### src/hdl/loop_status_pkg.sv
// Constants for the loop status and reference event readback bank
package loop_status_pkg;
  localparam int          ADDR_W          = 16;
  localparam int          NUM_REFS        = 4;
  localparam int          TW_W            = 30;
  localparam int          TUB_W           = 12;
  localparam logic [15:0] OFS_IO_UPDATE   = 16'h0005;
  localparam logic [7:0]  IO_UPDATE_VALUE = 8'h01;
  localparam logic [15:0] OFS_CLEAR_EVENTS = 16'h0A03;
  localparam int          CLEAR_ALL_BIT   = 1;
  localparam logic [15:0] OFS_EVENT_MASK  = 16'h0A10;
  localparam logic [15:0] OFS_EVENT_CLR_AB = 16'h0A11;
  localparam logic [15:0] OFS_EVENT_CLR_CD = 16'h0A12;
  localparam logic [15:0] OFS_EVENTS_AB   = 16'h0D06;
  localparam logic [15:0] OFS_EVENTS_CD   = 16'h0D07;
  localparam logic [15:0] OFS_LOOP_STATE  = 16'h0D08;
  localparam logic [15:0] OFS_LOOP_EXT    = 16'h0D09;
  localparam logic [15:0] OFS_RESERVED    = 16'h0D0A;
  localparam logic [15:0] OFS_INPUT_AB    = 16'h0D0B;
  localparam logic [15:0] OFS_INPUT_CD    = 16'h0D0C;
  localparam logic [15:0] OFS_TW_B0       = 16'h0D0D;
  localparam logic [15:0] OFS_TW_B1       = 16'h0D0E;
  localparam logic [15:0] OFS_TW_B2       = 16'h0D0F;
  localparam logic [15:0] OFS_TW_B3       = 16'h0D10;
  localparam logic [15:0] OFS_PTUB_LO     = 16'h0D11;
  localparam logic [15:0] OFS_PTUB_HI     = 16'h0D12;
  localparam logic [15:0] OFS_FTUB_LO     = 16'h0D13;
  localparam logic [15:0] OFS_FTUB_HI     = 16'h0D14;
  localparam int          EV_FAULT_BIT    = 0;
  localparam int          EV_CLEARED_BIT  = 1;
  localparam int          EV_VALID_BIT    = 2;
  localparam int          ST_SLOW_BIT     = 0;
  localparam int          ST_FAST_BIT     = 1;
  localparam int          ST_FAULT_BIT    = 2;
  localparam int          ST_VALID_BIT    = 3;
  localparam int          LS_FREERUN_BIT  = 0;
  localparam int          LS_ACTIVE_BIT   = 1;
  localparam int          LS_HOLDOVER_BIT = 2;
  localparam int          LS_SWITCH_BIT   = 3;
  localparam int          LS_PLOCK_BIT    = 4;
  localparam int          LS_FLOCK_BIT    = 5;
  localparam int          LS_SLEW_BIT     = 6;
  localparam int          LX_HIST_BIT     = 4;
  localparam int          LX_CLAMP_BIT    = 5;
  localparam logic [7:0]  RESET_BYTE      = 8'h00;
endpackage

### src/hdl/loop_status_bank.sv
// Event flags and snapshot status readback bank of the digital loop
// Behaviour
// - Event byte 0x0D06: input 0 flags in bits 2..0, input 1 in 6..4.
// - Event byte 0x0D07: input 2 flags in bits 2..0, input 3 in 6..4.
// - Fault-cleared on recovery, faulted on fault, validated on validation.
// - Loop byte bits 0..3: open-loop, closed-loop, holdover, switchover.
// - Loop byte bit 4 phase lock, bit 5 frequency lock.
// - Loop byte bit 6 set while phase offset is slew limited.
// - Byte 0x0D09 bit 5 shows tuning word clamp; bits 7:6 read zero.
// - Byte 0x0D09 bit 4 shows enough history for holdover.
// - Byte 0x0D09 bits 3:2 hold active reference priority.
// - Byte 0x0D09 bits 1:0 hold active reference index.
// - Loop and input status refresh only when 0x01 written to 0x0005.
// - Input status valid bits: bit 3 input 0, bit 7 input 1.
// - Input status not-valid bits: bit 2 input 0, bit 6 input 1.
// - Fast and slow bits: input 0 bits 1,0; input 1 bits 5,4.
// - Byte 0x0D0C repeats layout for inputs 2 (low) and 3 (high).
// - Bytes 0x0D0D..0x0D10 read the 30-bit tuning word, low first.
// - Bytes 0x0D11/0x0D12 read 12-bit phase lock level, low first.
// - Bytes 0x0D13/0x0D14 read 12-bit frequency lock level, low first.
// - Unmasked events set flags that hold until cleared or reset.
//
// Decided for this implementation: the strobed register port.
`timescale 1ns/10ps
module loop_status_bank #(
  parameter int NUM_REFS = loop_status_pkg::NUM_REFS
) (
  input  wire logic        I_CLK,          // System clock, 50 MHz
  input  wire logic        I_RESET,        // Async reset, active high
  input  wire logic [15:0] I_ADDR,         // Register address
  input  wire logic [7:0]  I_WDATA,        // Write data
  input  wire logic        I_WR,           // Write strobe
  input  wire logic        I_RD,           // Read strobe
  output logic      [7:0]  O_RDATA,        // Read data, cycle after strobe
  input  wire logic [3:0]  I_REF_VALID,    // Per-input valid for use
  input  wire logic [3:0]  I_REF_FAST,     // Per-input frequency too high
  input  wire logic [3:0]  I_REF_SLOW,     // Per-input frequency too low
  input  wire logic        I_FREERUN,      // Loop open
  input  wire logic        I_ACTIVE,       // Loop closed
  input  wire logic        I_HOLDOVER,     // Loop in holdover
  input  wire logic        I_SWITCHING,    // Switchover in progress
  input  wire logic        I_PHASE_LOCK,   // Phase lock achieved
  input  wire logic        I_FREQ_LOCK,    // Frequency lock achieved
  input  wire logic        I_SLEW_LIMIT,   // Offset slew limited
  input  wire logic        I_CLAMPED,      // Tuning word clamped
  input  wire logic        I_HIST_AVAIL,   // History ready for holdover
  input  wire logic [1:0]  I_ACT_PRIO,     // Active reference priority
  input  wire logic [1:0]  I_ACT_INDEX,    // Active reference index
  input  wire logic [29:0] I_TUNING_WORD,  // Current tuning word
  input  wire logic [11:0] I_PHASE_TUB,    // Phase lock detector level
  input  wire logic [11:0] I_FREQ_TUB,     // Freq lock detector level
  output logic      [7:0]  O_EVENTS_AB,    // Event flags inputs 0,1
  output logic      [7:0]  O_EVENTS_CD     // Event flags inputs 2,3
);

  // ******************************************************************
  // Parameter check
  // ******************************************************************
  if (NUM_REFS != 4)
  begin : g_bad_refs
    $error("loop_status_bank serves exactly four inputs");
  end

  // ******************************************************************
  // Bus decode
  // ******************************************************************
  function automatic logic hit(input logic [15:0] a, input logic [15:0] o);
    hit = (a == o);
  endfunction

  logic        io_update;
  logic        clear_all;
  logic [11:0] ev_mask;
  logic [11:0] ev_clear;

  assign io_update = I_WR && hit(I_ADDR, loop_status_pkg::OFS_IO_UPDATE)
                     && (I_WDATA == loop_status_pkg::IO_UPDATE_VALUE);
  assign clear_all = I_WR && hit(I_ADDR, loop_status_pkg::OFS_CLEAR_EVENTS)
                     && I_WDATA[loop_status_pkg::CLEAR_ALL_BIT];

  // Clear strobes: write one to a bit clears the matching flag
  always_comb
  begin
    ev_clear = 12'h000;
    if (I_WR && hit(I_ADDR, loop_status_pkg::OFS_EVENT_CLR_AB))
    begin
      ev_clear[5:0] = {I_WDATA[6:4], I_WDATA[2:0]};
    end
    if (I_WR && hit(I_ADDR, loop_status_pkg::OFS_EVENT_CLR_CD))
    begin
      ev_clear[11:6] = {I_WDATA[6:4], I_WDATA[2:0]};
    end
  end

  // Mask byte: one mask bit per input, low nibble
  logic [3:0] mask_reg;
  always_ff @(posedge I_CLK or posedge I_RESET)
  begin
    if (I_RESET)
      mask_reg <= 4'h0;
    else if (I_WR && hit(I_ADDR, loop_status_pkg::OFS_EVENT_MASK))
      mask_reg <= I_WDATA[3:0];
  end

  // ******************************************************************
  // Reference events
  // ******************************************************************
  logic [3:0]  prev_valid;
  logic        prev_init;
  logic [11:0] ev_set;
  logic [11:0] ev_flags;

  always_ff @(posedge I_CLK or posedge I_RESET)
  begin
    if (I_RESET)
    begin
      prev_valid <= 4'h0;
      prev_init  <= 1'b0;
    end
    else
    begin
      prev_valid <= I_REF_VALID;
      prev_init  <= 1'b1;
    end
  end

  genvar g;
  generate
    for (g = 0; g < 4; g++)
    begin : g_ev
      logic rise;
      logic fall;
      assign rise = prev_init && I_REF_VALID[g] && !prev_valid[g];
      assign fall = prev_init && !I_REF_VALID[g] && prev_valid[g];
      // Validation raises the fault-cleared and validated flags; an earlier fault flag stays set
      assign ev_set[3*g+loop_status_pkg::EV_FAULT_BIT]   =
        fall && !mask_reg[g];
      assign ev_set[3*g+loop_status_pkg::EV_CLEARED_BIT] =
        rise && !mask_reg[g];
      assign ev_set[3*g+loop_status_pkg::EV_VALID_BIT]   =
        rise && !mask_reg[g];
    end
  endgenerate

  // Set wins over a clear in the same cycle
  always_ff @(posedge I_CLK or posedge I_RESET)
  begin
    if (I_RESET)
      ev_flags <= 12'h000;
    else if (clear_all)
      ev_flags <= ev_set;
    else
      ev_flags <= (ev_flags & ~ev_clear) | ev_set;
  end

  assign O_EVENTS_AB = {1'b0, ev_flags[5:3], 1'b0, ev_flags[2:0]};
  assign O_EVENTS_CD = {1'b0, ev_flags[11:9], 1'b0, ev_flags[8:6]};

  // Each flag holds until a clear names it
  for (genvar b = 0; b < 3*NUM_REFS; b++)
  begin : g_sticky
    chk_flag_sticky: assert property (
      @(posedge I_CLK) disable iff (I_RESET)
      (ev_flags[b] && !clear_all && !ev_clear[b]) |=> ev_flags[b])
      else $error("event flag dropped without clear");
  end

  // Per-input event raising and masking
  for (genvar n = 0; n < NUM_REFS; n++)
  begin : g_ev_chk
    chk_fault_event: assert property (
      @(posedge I_CLK) disable iff (I_RESET)
      (prev_init && $fell(I_REF_VALID[n]) && !mask_reg[n])
        |=> ev_flags[3*n+loop_status_pkg::EV_FAULT_BIT])
      else $error("fault event not raised");
    chk_valid_event: assert property (
      @(posedge I_CLK) disable iff (I_RESET)
      (prev_init && $rose(I_REF_VALID[n]) && !mask_reg[n])
        |=> ev_flags[3*n+loop_status_pkg::EV_VALID_BIT]
          && ev_flags[3*n+loop_status_pkg::EV_CLEARED_BIT])
      else $error("validation events not raised");
    chk_masked_event: assert property (
      @(posedge I_CLK) disable iff (I_RESET)
      (mask_reg[n] && !ev_flags[3*n+loop_status_pkg::EV_FAULT_BIT])
        |=> !ev_flags[3*n+loop_status_pkg::EV_FAULT_BIT])
      else $error("masked input raised an event");
  end

  chk_clear_all: assert property (
    @(posedge I_CLK) disable iff (I_RESET)
    (clear_all && $stable(I_REF_VALID)) |=> ev_flags == 12'h000)
    else $error("clear all left a flag set");
  chk_clear_one: assert property (
    @(posedge I_CLK) disable iff (I_RESET)
    (ev_clear[0] && $stable(I_REF_VALID[0])) |=> !O_EVENTS_AB[0])
    else $error("cleared flag still set");

  // ******************************************************************
  // Status snapshot
  // ******************************************************************
  logic [7:0] loop_state;
  logic [7:0] loop_ext;
  logic [7:0] input_ab;
  logic [7:0] input_cd;

  function automatic logic [3:0] ref_nib(input logic v, input logic f,
                                         input logic s);
    ref_nib = {v, !v, f, s};
  endfunction

  always_ff @(posedge I_CLK or posedge I_RESET)
  begin
    if (I_RESET)
    begin
      loop_state <= loop_status_pkg::RESET_BYTE;
      loop_ext   <= loop_status_pkg::RESET_BYTE;
      input_ab   <= loop_status_pkg::RESET_BYTE;
      input_cd   <= loop_status_pkg::RESET_BYTE;
    end
    else if (io_update)
    begin
      loop_state <= {1'b0, I_SLEW_LIMIT, I_FREQ_LOCK, I_PHASE_LOCK,
                     I_SWITCHING, I_HOLDOVER, I_ACTIVE,
                     I_FREERUN};
      loop_ext   <= {2'b00, I_CLAMPED, I_HIST_AVAIL, I_ACT_PRIO,
                     I_ACT_INDEX};
      input_ab   <= {ref_nib(I_REF_VALID[1], I_REF_FAST[1], I_REF_SLOW[1]),
                     ref_nib(I_REF_VALID[0], I_REF_FAST[0],
                             I_REF_SLOW[0])};
      input_cd   <= {ref_nib(I_REF_VALID[3], I_REF_FAST[3], I_REF_SLOW[3]),
                     ref_nib(I_REF_VALID[2], I_REF_FAST[2],
                             I_REF_SLOW[2])};
    end
  end

  chk_state_take: assert property (
    @(posedge I_CLK) disable iff (I_RESET)
    io_update |=>
      loop_state[loop_status_pkg::LS_FREERUN_BIT] == $past(I_FREERUN)
      && loop_state[loop_status_pkg::LS_ACTIVE_BIT] == $past(I_ACTIVE)
      && loop_state[loop_status_pkg::LS_HOLDOVER_BIT] == $past(I_HOLDOVER)
      && loop_state[loop_status_pkg::LS_SWITCH_BIT] == $past(I_SWITCHING)
      && loop_state[loop_status_pkg::LS_PLOCK_BIT] == $past(I_PHASE_LOCK)
      && loop_state[loop_status_pkg::LS_FLOCK_BIT] == $past(I_FREQ_LOCK)
      && loop_state[loop_status_pkg::LS_SLEW_BIT] == $past(I_SLEW_LIMIT)
      && !loop_state[7])
    else $error("loop state snapshot wrong");

  chk_ext_take: assert property (
    @(posedge I_CLK) disable iff (I_RESET)
    io_update |=>
      loop_ext[loop_status_pkg::LX_CLAMP_BIT] == $past(I_CLAMPED)
      && loop_ext[loop_status_pkg::LX_HIST_BIT] == $past(I_HIST_AVAIL)
      && loop_ext[3:2] == $past(I_ACT_PRIO)
      && loop_ext[7:6] == 2'b00)
    else $error("extended state snapshot wrong");

  chk_ext_hold: assert property (
    @(posedge I_CLK) disable iff (I_RESET)
    !io_update |=> $stable(loop_ext) && $stable(input_cd))
    else $error("status changed without io update");

  // Both status bytes as one word for the per-input checks
  logic [15:0] status_all;
  assign status_all = {input_cd, input_ab};

  for (genvar n = 0; n < NUM_REFS; n++)
  begin : g_status_chk
    logic [3:0] nib;
    assign nib = status_all[4*n +: 4];
    chk_input_take: assert property (
      @(posedge I_CLK) disable iff (I_RESET)
      io_update |=>
        nib[loop_status_pkg::ST_VALID_BIT] == $past(I_REF_VALID[n])
        && nib[loop_status_pkg::ST_FAULT_BIT] == !$past(I_REF_VALID[n])
        && nib[loop_status_pkg::ST_FAST_BIT] == $past(I_REF_FAST[n])
        && nib[loop_status_pkg::ST_SLOW_BIT] == $past(I_REF_SLOW[n]))
      else $error("input status snapshot wrong");
  end

  // ******************************************************************
  // Read mux
  // ******************************************************************
  logic [7:0] next_rdata;
  always_comb
  begin
    next_rdata = 8'h00;
    case (I_ADDR)
      loop_status_pkg::OFS_EVENTS_AB:  next_rdata = O_EVENTS_AB;
      loop_status_pkg::OFS_EVENTS_CD:  next_rdata = O_EVENTS_CD;
      loop_status_pkg::OFS_LOOP_STATE: next_rdata = loop_state;
      loop_status_pkg::OFS_LOOP_EXT:   next_rdata = loop_ext;
      loop_status_pkg::OFS_INPUT_AB:   next_rdata = input_ab;
      loop_status_pkg::OFS_INPUT_CD:   next_rdata = input_cd;
      loop_status_pkg::OFS_TW_B0:   next_rdata = I_TUNING_WORD[7:0];
      loop_status_pkg::OFS_TW_B1:   next_rdata = I_TUNING_WORD[15:8];
      loop_status_pkg::OFS_TW_B2:   next_rdata = I_TUNING_WORD[23:16];
      loop_status_pkg::OFS_TW_B3:
        next_rdata = {2'b00, I_TUNING_WORD[29:24]};
      loop_status_pkg::OFS_PTUB_LO: next_rdata = I_PHASE_TUB[7:0];
      loop_status_pkg::OFS_PTUB_HI:
        next_rdata = {4'h0, I_PHASE_TUB[11:8]};
      loop_status_pkg::OFS_FTUB_LO: next_rdata = I_FREQ_TUB[7:0];
      loop_status_pkg::OFS_FTUB_HI:
        next_rdata = {4'h0, I_FREQ_TUB[11:8]};
      loop_status_pkg::OFS_EVENT_MASK: next_rdata = {4'h0, mask_reg};
      default: next_rdata = 8'h00;
    endcase
  end

  always_ff @(posedge I_CLK or posedge I_RESET)
  begin
    if (I_RESET)
      O_RDATA <= 8'h00;
    else if (I_RD)
      O_RDATA <= next_rdata;
    else
      O_RDATA <= 8'h00;
  end

  chk_tw_low: assert property (
    @(posedge I_CLK) disable iff (I_RESET)
    (I_RD && I_ADDR == loop_status_pkg::OFS_TW_B0)
      |=> O_RDATA == $past(I_TUNING_WORD[7:0]))
    else $error("tuning word low byte wrong");

  chk_tw_mid: assert property (
    @(posedge I_CLK) disable iff (I_RESET)
    (I_RD && I_ADDR == loop_status_pkg::OFS_TW_B2)
      |=> O_RDATA == $past(I_TUNING_WORD[23:16]))
    else $error("tuning word third byte wrong");

  chk_ptub_read: assert property (
    @(posedge I_CLK) disable iff (I_RESET)
    (I_RD && I_ADDR == loop_status_pkg::OFS_PTUB_HI)
      |=> O_RDATA == {4'h0, $past(I_PHASE_TUB[11:8])})
    else $error("phase level high byte wrong");

  chk_ev_read: assert property (
    @(posedge I_CLK) disable iff (I_RESET)
    (I_RD && I_ADDR == loop_status_pkg::OFS_EVENTS_AB)
      |=> O_RDATA[7] == 1'b0 && O_RDATA[3] == 1'b0
        && O_RDATA[6:4] == $past(ev_flags[5:3])
        && O_RDATA[2:0] == $past(ev_flags[2:0]))
    else $error("event byte read wrong");

  chk_ext_read: assert property (
    @(posedge I_CLK) disable iff (I_RESET)
    (I_RD && I_ADDR == loop_status_pkg::OFS_LOOP_EXT)
      |=> O_RDATA == {2'b00, $past(loop_ext[5:0])})
    else $error("extended state read wrong");

  // ******************************************************************
  // Checks
  // ******************************************************************
  chk_event_sticky: assert property (@(posedge I_CLK) disable iff (I_RESET)
    $rose(ev_flags[0]) |=> ev_flags[0] || $past(clear_all)
      || $past(ev_clear[0]))
    else $error("event flag dropped without clear");
  chk_fault_set: assert property (@(posedge I_CLK) disable iff (I_RESET)
    (prev_init && $fell(I_REF_VALID[0]) && !mask_reg[0])
      |=> O_EVENTS_AB[0])
    else $error("fault event not raised");
  chk_cleared_set: assert property (@(posedge I_CLK) disable iff (I_RESET)
    (prev_init && $rose(I_REF_VALID[2]) && !mask_reg[2])
      |=> O_EVENTS_CD[1] && O_EVENTS_CD[2])
    else $error("recovery events not raised");
  chk_mask_blocks: assert property (@(posedge I_CLK) disable iff (I_RESET)
    (mask_reg[1] && !O_EVENTS_AB[4] && !$past(I_WR)) |=> !O_EVENTS_AB[4])
    else $error("masked event set");
  chk_snap_hold: assert property (@(posedge I_CLK) disable iff (I_RESET)
    !io_update |=> $stable(loop_state) && $stable(input_ab))
    else $error("status changed without io update");
  chk_snap_take: assert property (@(posedge I_CLK) disable iff (I_RESET)
    io_update |=> loop_state[1] == $past(I_ACTIVE)
      && loop_ext[1:0] == $past(I_ACT_INDEX))
    else $error("status snapshot wrong");
  chk_valid_pair: assert property (@(posedge I_CLK) disable iff (I_RESET)
    $past(io_update) |-> input_ab[3] != input_ab[2])
    else $error("valid and fault bits equal");
  chk_tw_read: assert property (@(posedge I_CLK) disable iff (I_RESET)
    (I_RD && I_ADDR == loop_status_pkg::OFS_TW_B3)
      |=> O_RDATA == {2'b00, $past(I_TUNING_WORD[29:24])})
    else $error("tuning word top byte wrong");
  chk_tub_read: assert property (@(posedge I_CLK) disable iff (I_RESET)
    (I_RD && I_ADDR == loop_status_pkg::OFS_FTUB_HI)
      |=> O_RDATA[7:4] == 4'h0
        && O_RDATA[3:0] == $past(I_FREQ_TUB[11:8]))
    else $error("frequency level high byte wrong");

endmodule // loop_status_bank

### config.mk
export PLATFORM = sky130hd
export DESIGN_NAME = loop_status_bank
export DESIGN_NICKNAME = d
export VERILOG_FILES = /design/src/hdl/loop_status_pkg.sv /design/src/hdl/loop_status_bank.sv
export SDC_FILE = /design/constraint.sdc
export NUM_CORES = 1
export LEC_CHECK = 0
export BUFFER_PORTS_ARGS = -buffer_cell sky130_fd_sc_hd__buf_2
export CAP_MARGIN = 20
export CORE_ASPECT_RATIO = 2
export CORE_MARGIN = 5
export CORE_UTILIZATION = 44
export DETAILED_ROUTE_END_ITERATION = 8
export GPL_ROUTABILITY_DRIVEN = 0
export PLACE_DENSITY = 0.76
export SETUP_SLACK_MARGIN = 0.5
export SYNTH_ARGS = -nofsm -noshare
export SYNTH_HDL_FRONTEND = slang
export SYNTH_SLANG_ARGS = --single-unit
### constraint.sdc
create_clock -name I_CLK -period 1.7 [get_ports I_CLK]
set_input_delay 0.34 -clock I_CLK [delete_from_list [all_inputs] [get_ports I_CLK]]
set_output_delay 0.34 -clock I_CLK [all_outputs]
set_load 0.01 [all_outputs]
### Word level (Yosys, flattened, before mapping)

Index checks and enable logic that the tools add are counted.

| word-level totals | value |
|---|---|
| register bits after elaboration | 58 |
| bits of input ports | 107 |
| output and inout port bits | 24 |
| word-level logic and storage cells | 80 |

| operators by class | value |
|---|---|
| equality and inequality tests | 20 |
| mux-type cells | 5 |
| bitwise gates (word level) | 3 |
| reductions and logical operators | 43 |

Operators with widths:

| kind | count |
|---|---|
| 16-bit by 12-bit == test with 1-bit output (second input constant) | 18 |
| 8-bit case mux with 15 select lines | 1 |
| 1-bit logical AND | 31 |
| 16-bit by 3-bit == test with 1-bit output (second input constant) | 1 |
| 12-bit AND | 1 |
| 1-bit zero test | 12 |
| 12-bit 2-to-1 mux | 1 |
| 6-bit 2-to-1 mux | 2 |
| 12-bit inverter | 1 |
| 12-bit bitwise OR | 1 |
| 8-bit by 1-bit == test with 1-bit output (second input constant) | 1 |
| 8-bit 2-to-1 mux | 1 |

### Longest topological paths before layout

| depth | value |
|---|---|
| depth in word-level cells | 7 |
| mapped depth | 8 |
| depth with buffers taken out | 5 |

### Worst setup path after synthesis

No wires, ideal clock.

| timing | value |
|---|---|
| path type | in2reg |
| start | input I_ADDR[5] |
| end | register input_ab[0] |
| setup time | 125 ps |
| arrival | 1879 ps |
| required time | 1575 ps |
| path slack | -304 ps |
| stages on the path | 5 |
| buffers on the path | 1 |
| cells stage by stage | nor4_1 nand2_2 nor4_4 buf_6 mux2_2 |

| between the ends | value |
|---|---|
| longest elaborated chain between the ends | 3 |

RTL lines:

| what | RTL line | source |
|---|---|---|
| from (decl) | loop_status_bank.sv:30 | `input wire logic [15:0] I_ADDR,` |
| 16-bit by 3-bit == test with 1-bit output | loop_status_bank.sv:68 | `hit = (a == o);` |
| 1-bit logical AND | loop_status_bank.sv:76 | `assign io_update = I_WR && hit(I_ADDR, loop_status_pkg::OFS_IO_UPDATE)` |
| 1-bit logical AND | loop_status_bank.sv:77 | `&& (I_WDATA == loop_status_pkg::IO_UPDATE_VALUE);` |
| to (signal assigned) | loop_status_bank.sv:217 | `input_ab <= loop_status_pkg::RESET_BYTE;` |
| to (signal assigned) | loop_status_bank.sv:227 | `input_ab <= {ref_nib(I_REF_VALID[1], I_REF_FAST[1], I_REF_SLOW[1]),` |
| to (decl) | loop_status_bank.sv:203 | `logic [7:0] input_ab;` |

No other way between the ends.
A chain may end at the register's enable or synchronous reset.

### Worst setup path in the final report

| timing | value |
|---|---|
| start | input I_ADDR[13] |
| end | register O_RDATA[1] |

| between the ends | value |
|---|---|
| longest elaborated chain between the ends | 3 |
| elaborated cells between the ends (all ways) | 17 |
| those cells by class | eq/ne (15); mux (2) |

RTL lines:

| what | RTL line | source |
|---|---|---|
| 16-bit by 12-bit == test with 1-bit output | loop_status_bank.sv:288 | `case (I_ADDR)` |
| 8-bit case mux with 15 select lines (*) | loop_status_bank.sv:288 |  |
| 8-bit 2-to-1 mux (*) | loop_status_bank.sv:315 | `else if (I_RD)` |
| to (signal assigned) | loop_status_bank.sv:316 | `O_RDATA <= next_rdata;` |
| to (decl) | loop_status_bank.sv:34 | `output logic [7:0] O_RDATA,` |

Every way passes the cells marked *; elsewhere a longest branch is shown, timed or not.

==> impl_summary.txt <==
----------------------------------------------------
[Critical path]
  Total buffers and inverters traversed by the critical path ... 2
  Element type at the critical path end ... register
  Data arrival at the endpoint of the critical path ... 2010 ps
  Critical path, cell by cell ... buf_6, or4_4, nor4_4, buf_6, o2bb2ai_4, o31ai_4, a31oi_1
  Critical path type ... input port to register
  Largest stage delay on the critical path ... 590 ps
  Worst reg2reg startpoint ... input_cd[2]
  Worst path most repeated cell ... sky130_fd_sc_hd__buf_6
  Family with the most delay on the worst path ... simple AND/OR/NAND/NOR gates
  Endpoint required time on the critical path ... 1930 ps
  Timing startpoint of the critical path ... I_ADDR[13]
  Top fanout value on the critical path ... 8
  Cell type of the slowest stage on the worst timing path ... sky130_fd_sc_hd__or4_4
  Kind of start point of the critical path ... input port

[STA]
  Clock period minus worst slack ... 1780 ps
  Worst-case setup margin in the final layout ... -82.1 ps
  Max-slew headroom ... 64.0%
  Final hold violation count ... 0
  Worst-case hold slack ... 81.5 ps
  Period utilisation layout ... 105%
  Skew final ... 4.46 ps
  Final slew viol count ... 0
  Setup repair after global routing missed its margin ... true
  Tightest Pin Transition ... 540 ps
  Final setup vio count ... 21
  Fmax achieved ... 561 MHz

[Finish]
  Area added between synthesis and finish ... 65.3%
  Number of nets at the end of the flow ... 615
  FF/Latch Area ... 1450 sq um
  Core utilization of the finished layout ... 73.9%
  Number of antenna repair diodes ... 0
  Largest register by flop count ... ev_flags
  Number of standard cells in the layout, taps in and fillers out ... 606
  Flip-flop count of the largest register, all copies and words added ... 12
  Number of filler instances in the final layout ... 488
  Share of final-layout standard cells stronger than drive strength 1 ... 65.2%
  Multi-input gate area in the final layout ... 2220 sq um

[Clocking]
  Worst-path clk slew ... 50 ps
  CTS HTree Levels ... 3
  TritonCTS clock tree ... done
  Cell at the root of the clock tree ... sky130_fd_sc_hd__clkbuf_16
  Post-CTS Hold Buffers ... 0
  Maximum root-to-sink buffer count ... 2
  Clock latency reported for the late side of the worst-skew pair ... 330 ps
  Number of sinks handled by clock tree synthesis ... 58
  CTS Buf Count ... 9

[Placement]
  DP HPWL ... 9830 microns
  # port buffers ... 126
  Cell count after placement ... 562
  Post-Place Worst Slack ... -636 ps

[Route]
  First-iteration detailed-routing DRC count ... 423
  WL per Instance ... 23.7 microns
  First-pass iteration count of the detailed router ... 5
  Final wirelength ... 14300 microns
  # DRC ... 0
  Per-cell via count in the routed design ... 6.28
  Antenna Nets Post-Route ... 0
  Via count ... 3805

[Flow run]
  Number of maximum-capacitance violations ... 0

[Die]
  Die H ... 134 microns
  Die outline area ... 9620 sq um
  Horizontal extent of the die ... 71.9 microns
  Number of top-level design ports ... 131
  Num rows ... 45
  Area of the core ... 7540 sq um
  Starting density of the core ... 44.7%

[Power]
  Total Power Consumption ... 3760 uW
  Switching power share of the total ... 23.1%
  IR Drop Worst-Case VDD ... 739 uV
  Part of the power in registers ... 37.1%
  Power per cell area ... 675 nW/um^2
  Static leakage ... 0.00257 uW
  Internal power contribution ... 2890 uW
  Part of the total power dissipated in the clock network ... 49.8%
  Net switching power of the design ... 869 uW
  Combinational share of power ... 13.1%

[Synth]
  Yosys synthesis warning count ... 0
  Sequential cell area fraction in the yosys report ... 43.0%
  Cell area after synthesis ... 3370 sq um
  Synthesized instance count ... 301
  Top area cells in the synthesized netlist ... sky130_fd_sc_hd__dfrtp_1 (43%), sky130_fd_sc_hd__mux2_2 (9.7%), sky130_fd_sc_hd__mux4_2 (3.3%), sky130_fd_sc_hd__nand2_1 (2.9%), sky130_fd_sc_hd__a31o_2 (2.9%)
  Number of enable flip-flop cells after synthesis ... 0
  Async set-or-reset flop fraction in the synthesized netlist ... 100%
  XOR/XNOR share of the synthesized area ... 0%
  Primary FF master, synth ... sky130_fd_sc_hd__dfrtp_1
  Number of register bits inferred by synthesis ... 58
  Complex-gate fraction of the synthesized area ... 16.3%
  Largest family of logic cells by synthesized area ... simple AND/OR/NAND/NOR gates
  Post-synthesis simple-gate area fraction ... 20.7%
  Adder-cell area share of the yosys netlist ... 0%
  Library cell occupying the most area in the post-synthesis netlist ... sky130_fd_sc_hd__dfrtp_1
  Library cells used by synthesis ... 56
  Share of the synthesized area in the top cell type ... 43.0%
  Multiplexer area fraction after synthesis ... 15.5%
  Post-synthesis average cell area ... 11.2 sq um

[Global routing]
  Total global-route track usage ... 28.7%
  Wire length of the first global-routing pass ... 20400 microns
  Overflow left after global routing ... 0
  Antenna violations before repair ... 0
  Via count of the first global-routing pass ... 3949
  Maximum number of pins on one net before global-route repair ... 59

[Status]
  Status ... finished, violations left
  Failing checks ... setup timing

[Hold path]
  Worst min-delay path class ... input port to asynchronous set/reset pin

----------------------------------------------------
[cell usage in the layout, fill, tap and decap left out, types with 10 or more instances in the layout]
| cell | netlist | layout |
|---|---|---|
| sky130_fd_sc_hd__buf_2 | 2 | 117 |
| sky130_fd_sc_hd__buf_4 | 5 | 70 |
| sky130_fd_sc_hd__dfrtp_1 | 58 | 57 |
| sky130_fd_sc_hd__buf_6 | 5 | 19 |
| sky130_fd_sc_hd__mux2_4 | 0 | 17 |
| sky130_fd_sc_hd__mux2_2 | 29 | 15 |
| sky130_fd_sc_hd__nand2_1 | 26 | 14 |
| sky130_fd_sc_hd__nor2_1 | 17 | 11 |
| sky130_fd_sc_hd__nand2_2 | 1 | 11 |
| sky130_fd_sc_hd__a31o_2 | 11 | 10 |
[layout make-up]
class	count	share of cell area, %
multi-input combinational	223	39.8
timing repair buffer	213	26.4
sequential	58	26.1
clock buffer	12	4.24
tap	94	2.11
clock inverter	3	1.17
inverter	3	0.269
[cells by family (layout without fill, tap and decap cells)]
group                  after synthesis  in the layout
other                                2              5
multiplexers                        42             42
buffers and inverters               23            231
AND/OR/NAND/NOR                    105            105
AO/OA/AOI/OAI                       71             71
flip-flops                          58             58
[worst paths after layout]
kind / end / cells past startpoint / slack, ps
min: input_cd[5] / 3 / 80
min reg2reg: loop_ext[3] / 1 / 510
max in group asynchronous: ev_flags[6] / 3 / 1330
max: O_RDATA[1] / 7 / -80
max reg2reg: O_RDATA[2] / 3 / 200
min in group I_CLK: prev_valid[2] / 1 / 210
[routing by layer]
| layer | global-route usage (%) | part of all wire, % | vias up |
|---|---|---|---|
| met5 | 0 | 0 | - |
| met4 | 25.1 | 7.9 | 0 |
| met3 | 6.38 | 7.2 | 87 |
| met2 | 47.5 | 51 | 281 |
| met1 | 29.3 | 33 | 1841 |
| li1 | - | - | 1596 |
[stage by stage]
step                setup TNS, ps  area [sq um]
floorplan                   -6720          3530
global placement           -22060          4590
detailed placement         -23340          4590
CTS                             0          5350
global route                -2610          5580
finish                       -673          5580
[tightest hold or removal path, stage by stage]
cell and delay, ps:
sky130_fd_sc_hd__buf_2 110, sky130_fd_sc_hd__clkinvlp_4 70, sky130_fd_sc_hd__buf_12 280
[cell usage after synthesis (all sizes together) (6+ instances only)]
cell and n:
nor2 17, a21oi 9, mux2 32, buf 13
a31o 12, nand2 27, clkbuf 7, nand3 7
nor3 6, dfrtp 58, a22oi 9, nor4 8
nor4bb 9, a31oi 8
[power by group through the flow]
stage	clock [uW]	combinational (uW)	sequential, uW
5_1_grt	1950	518	1400
6_report	1870	493	1400
4_1_cts	1890	453	1400
3_5_place_dp	0	414	1420
3_3_place_gp	0	406	1420
2_1_floorplan	0	162	1420
[what timing repair did]
item / CTS / global route
buffers inserted: 18 / 7
pin swaps: 18 / 15
cloned: 3 / 1
setup endpoints to repair: 68 / 69
gates resized for setup: 60 / 38
Power figures use the tool's default switching activity.
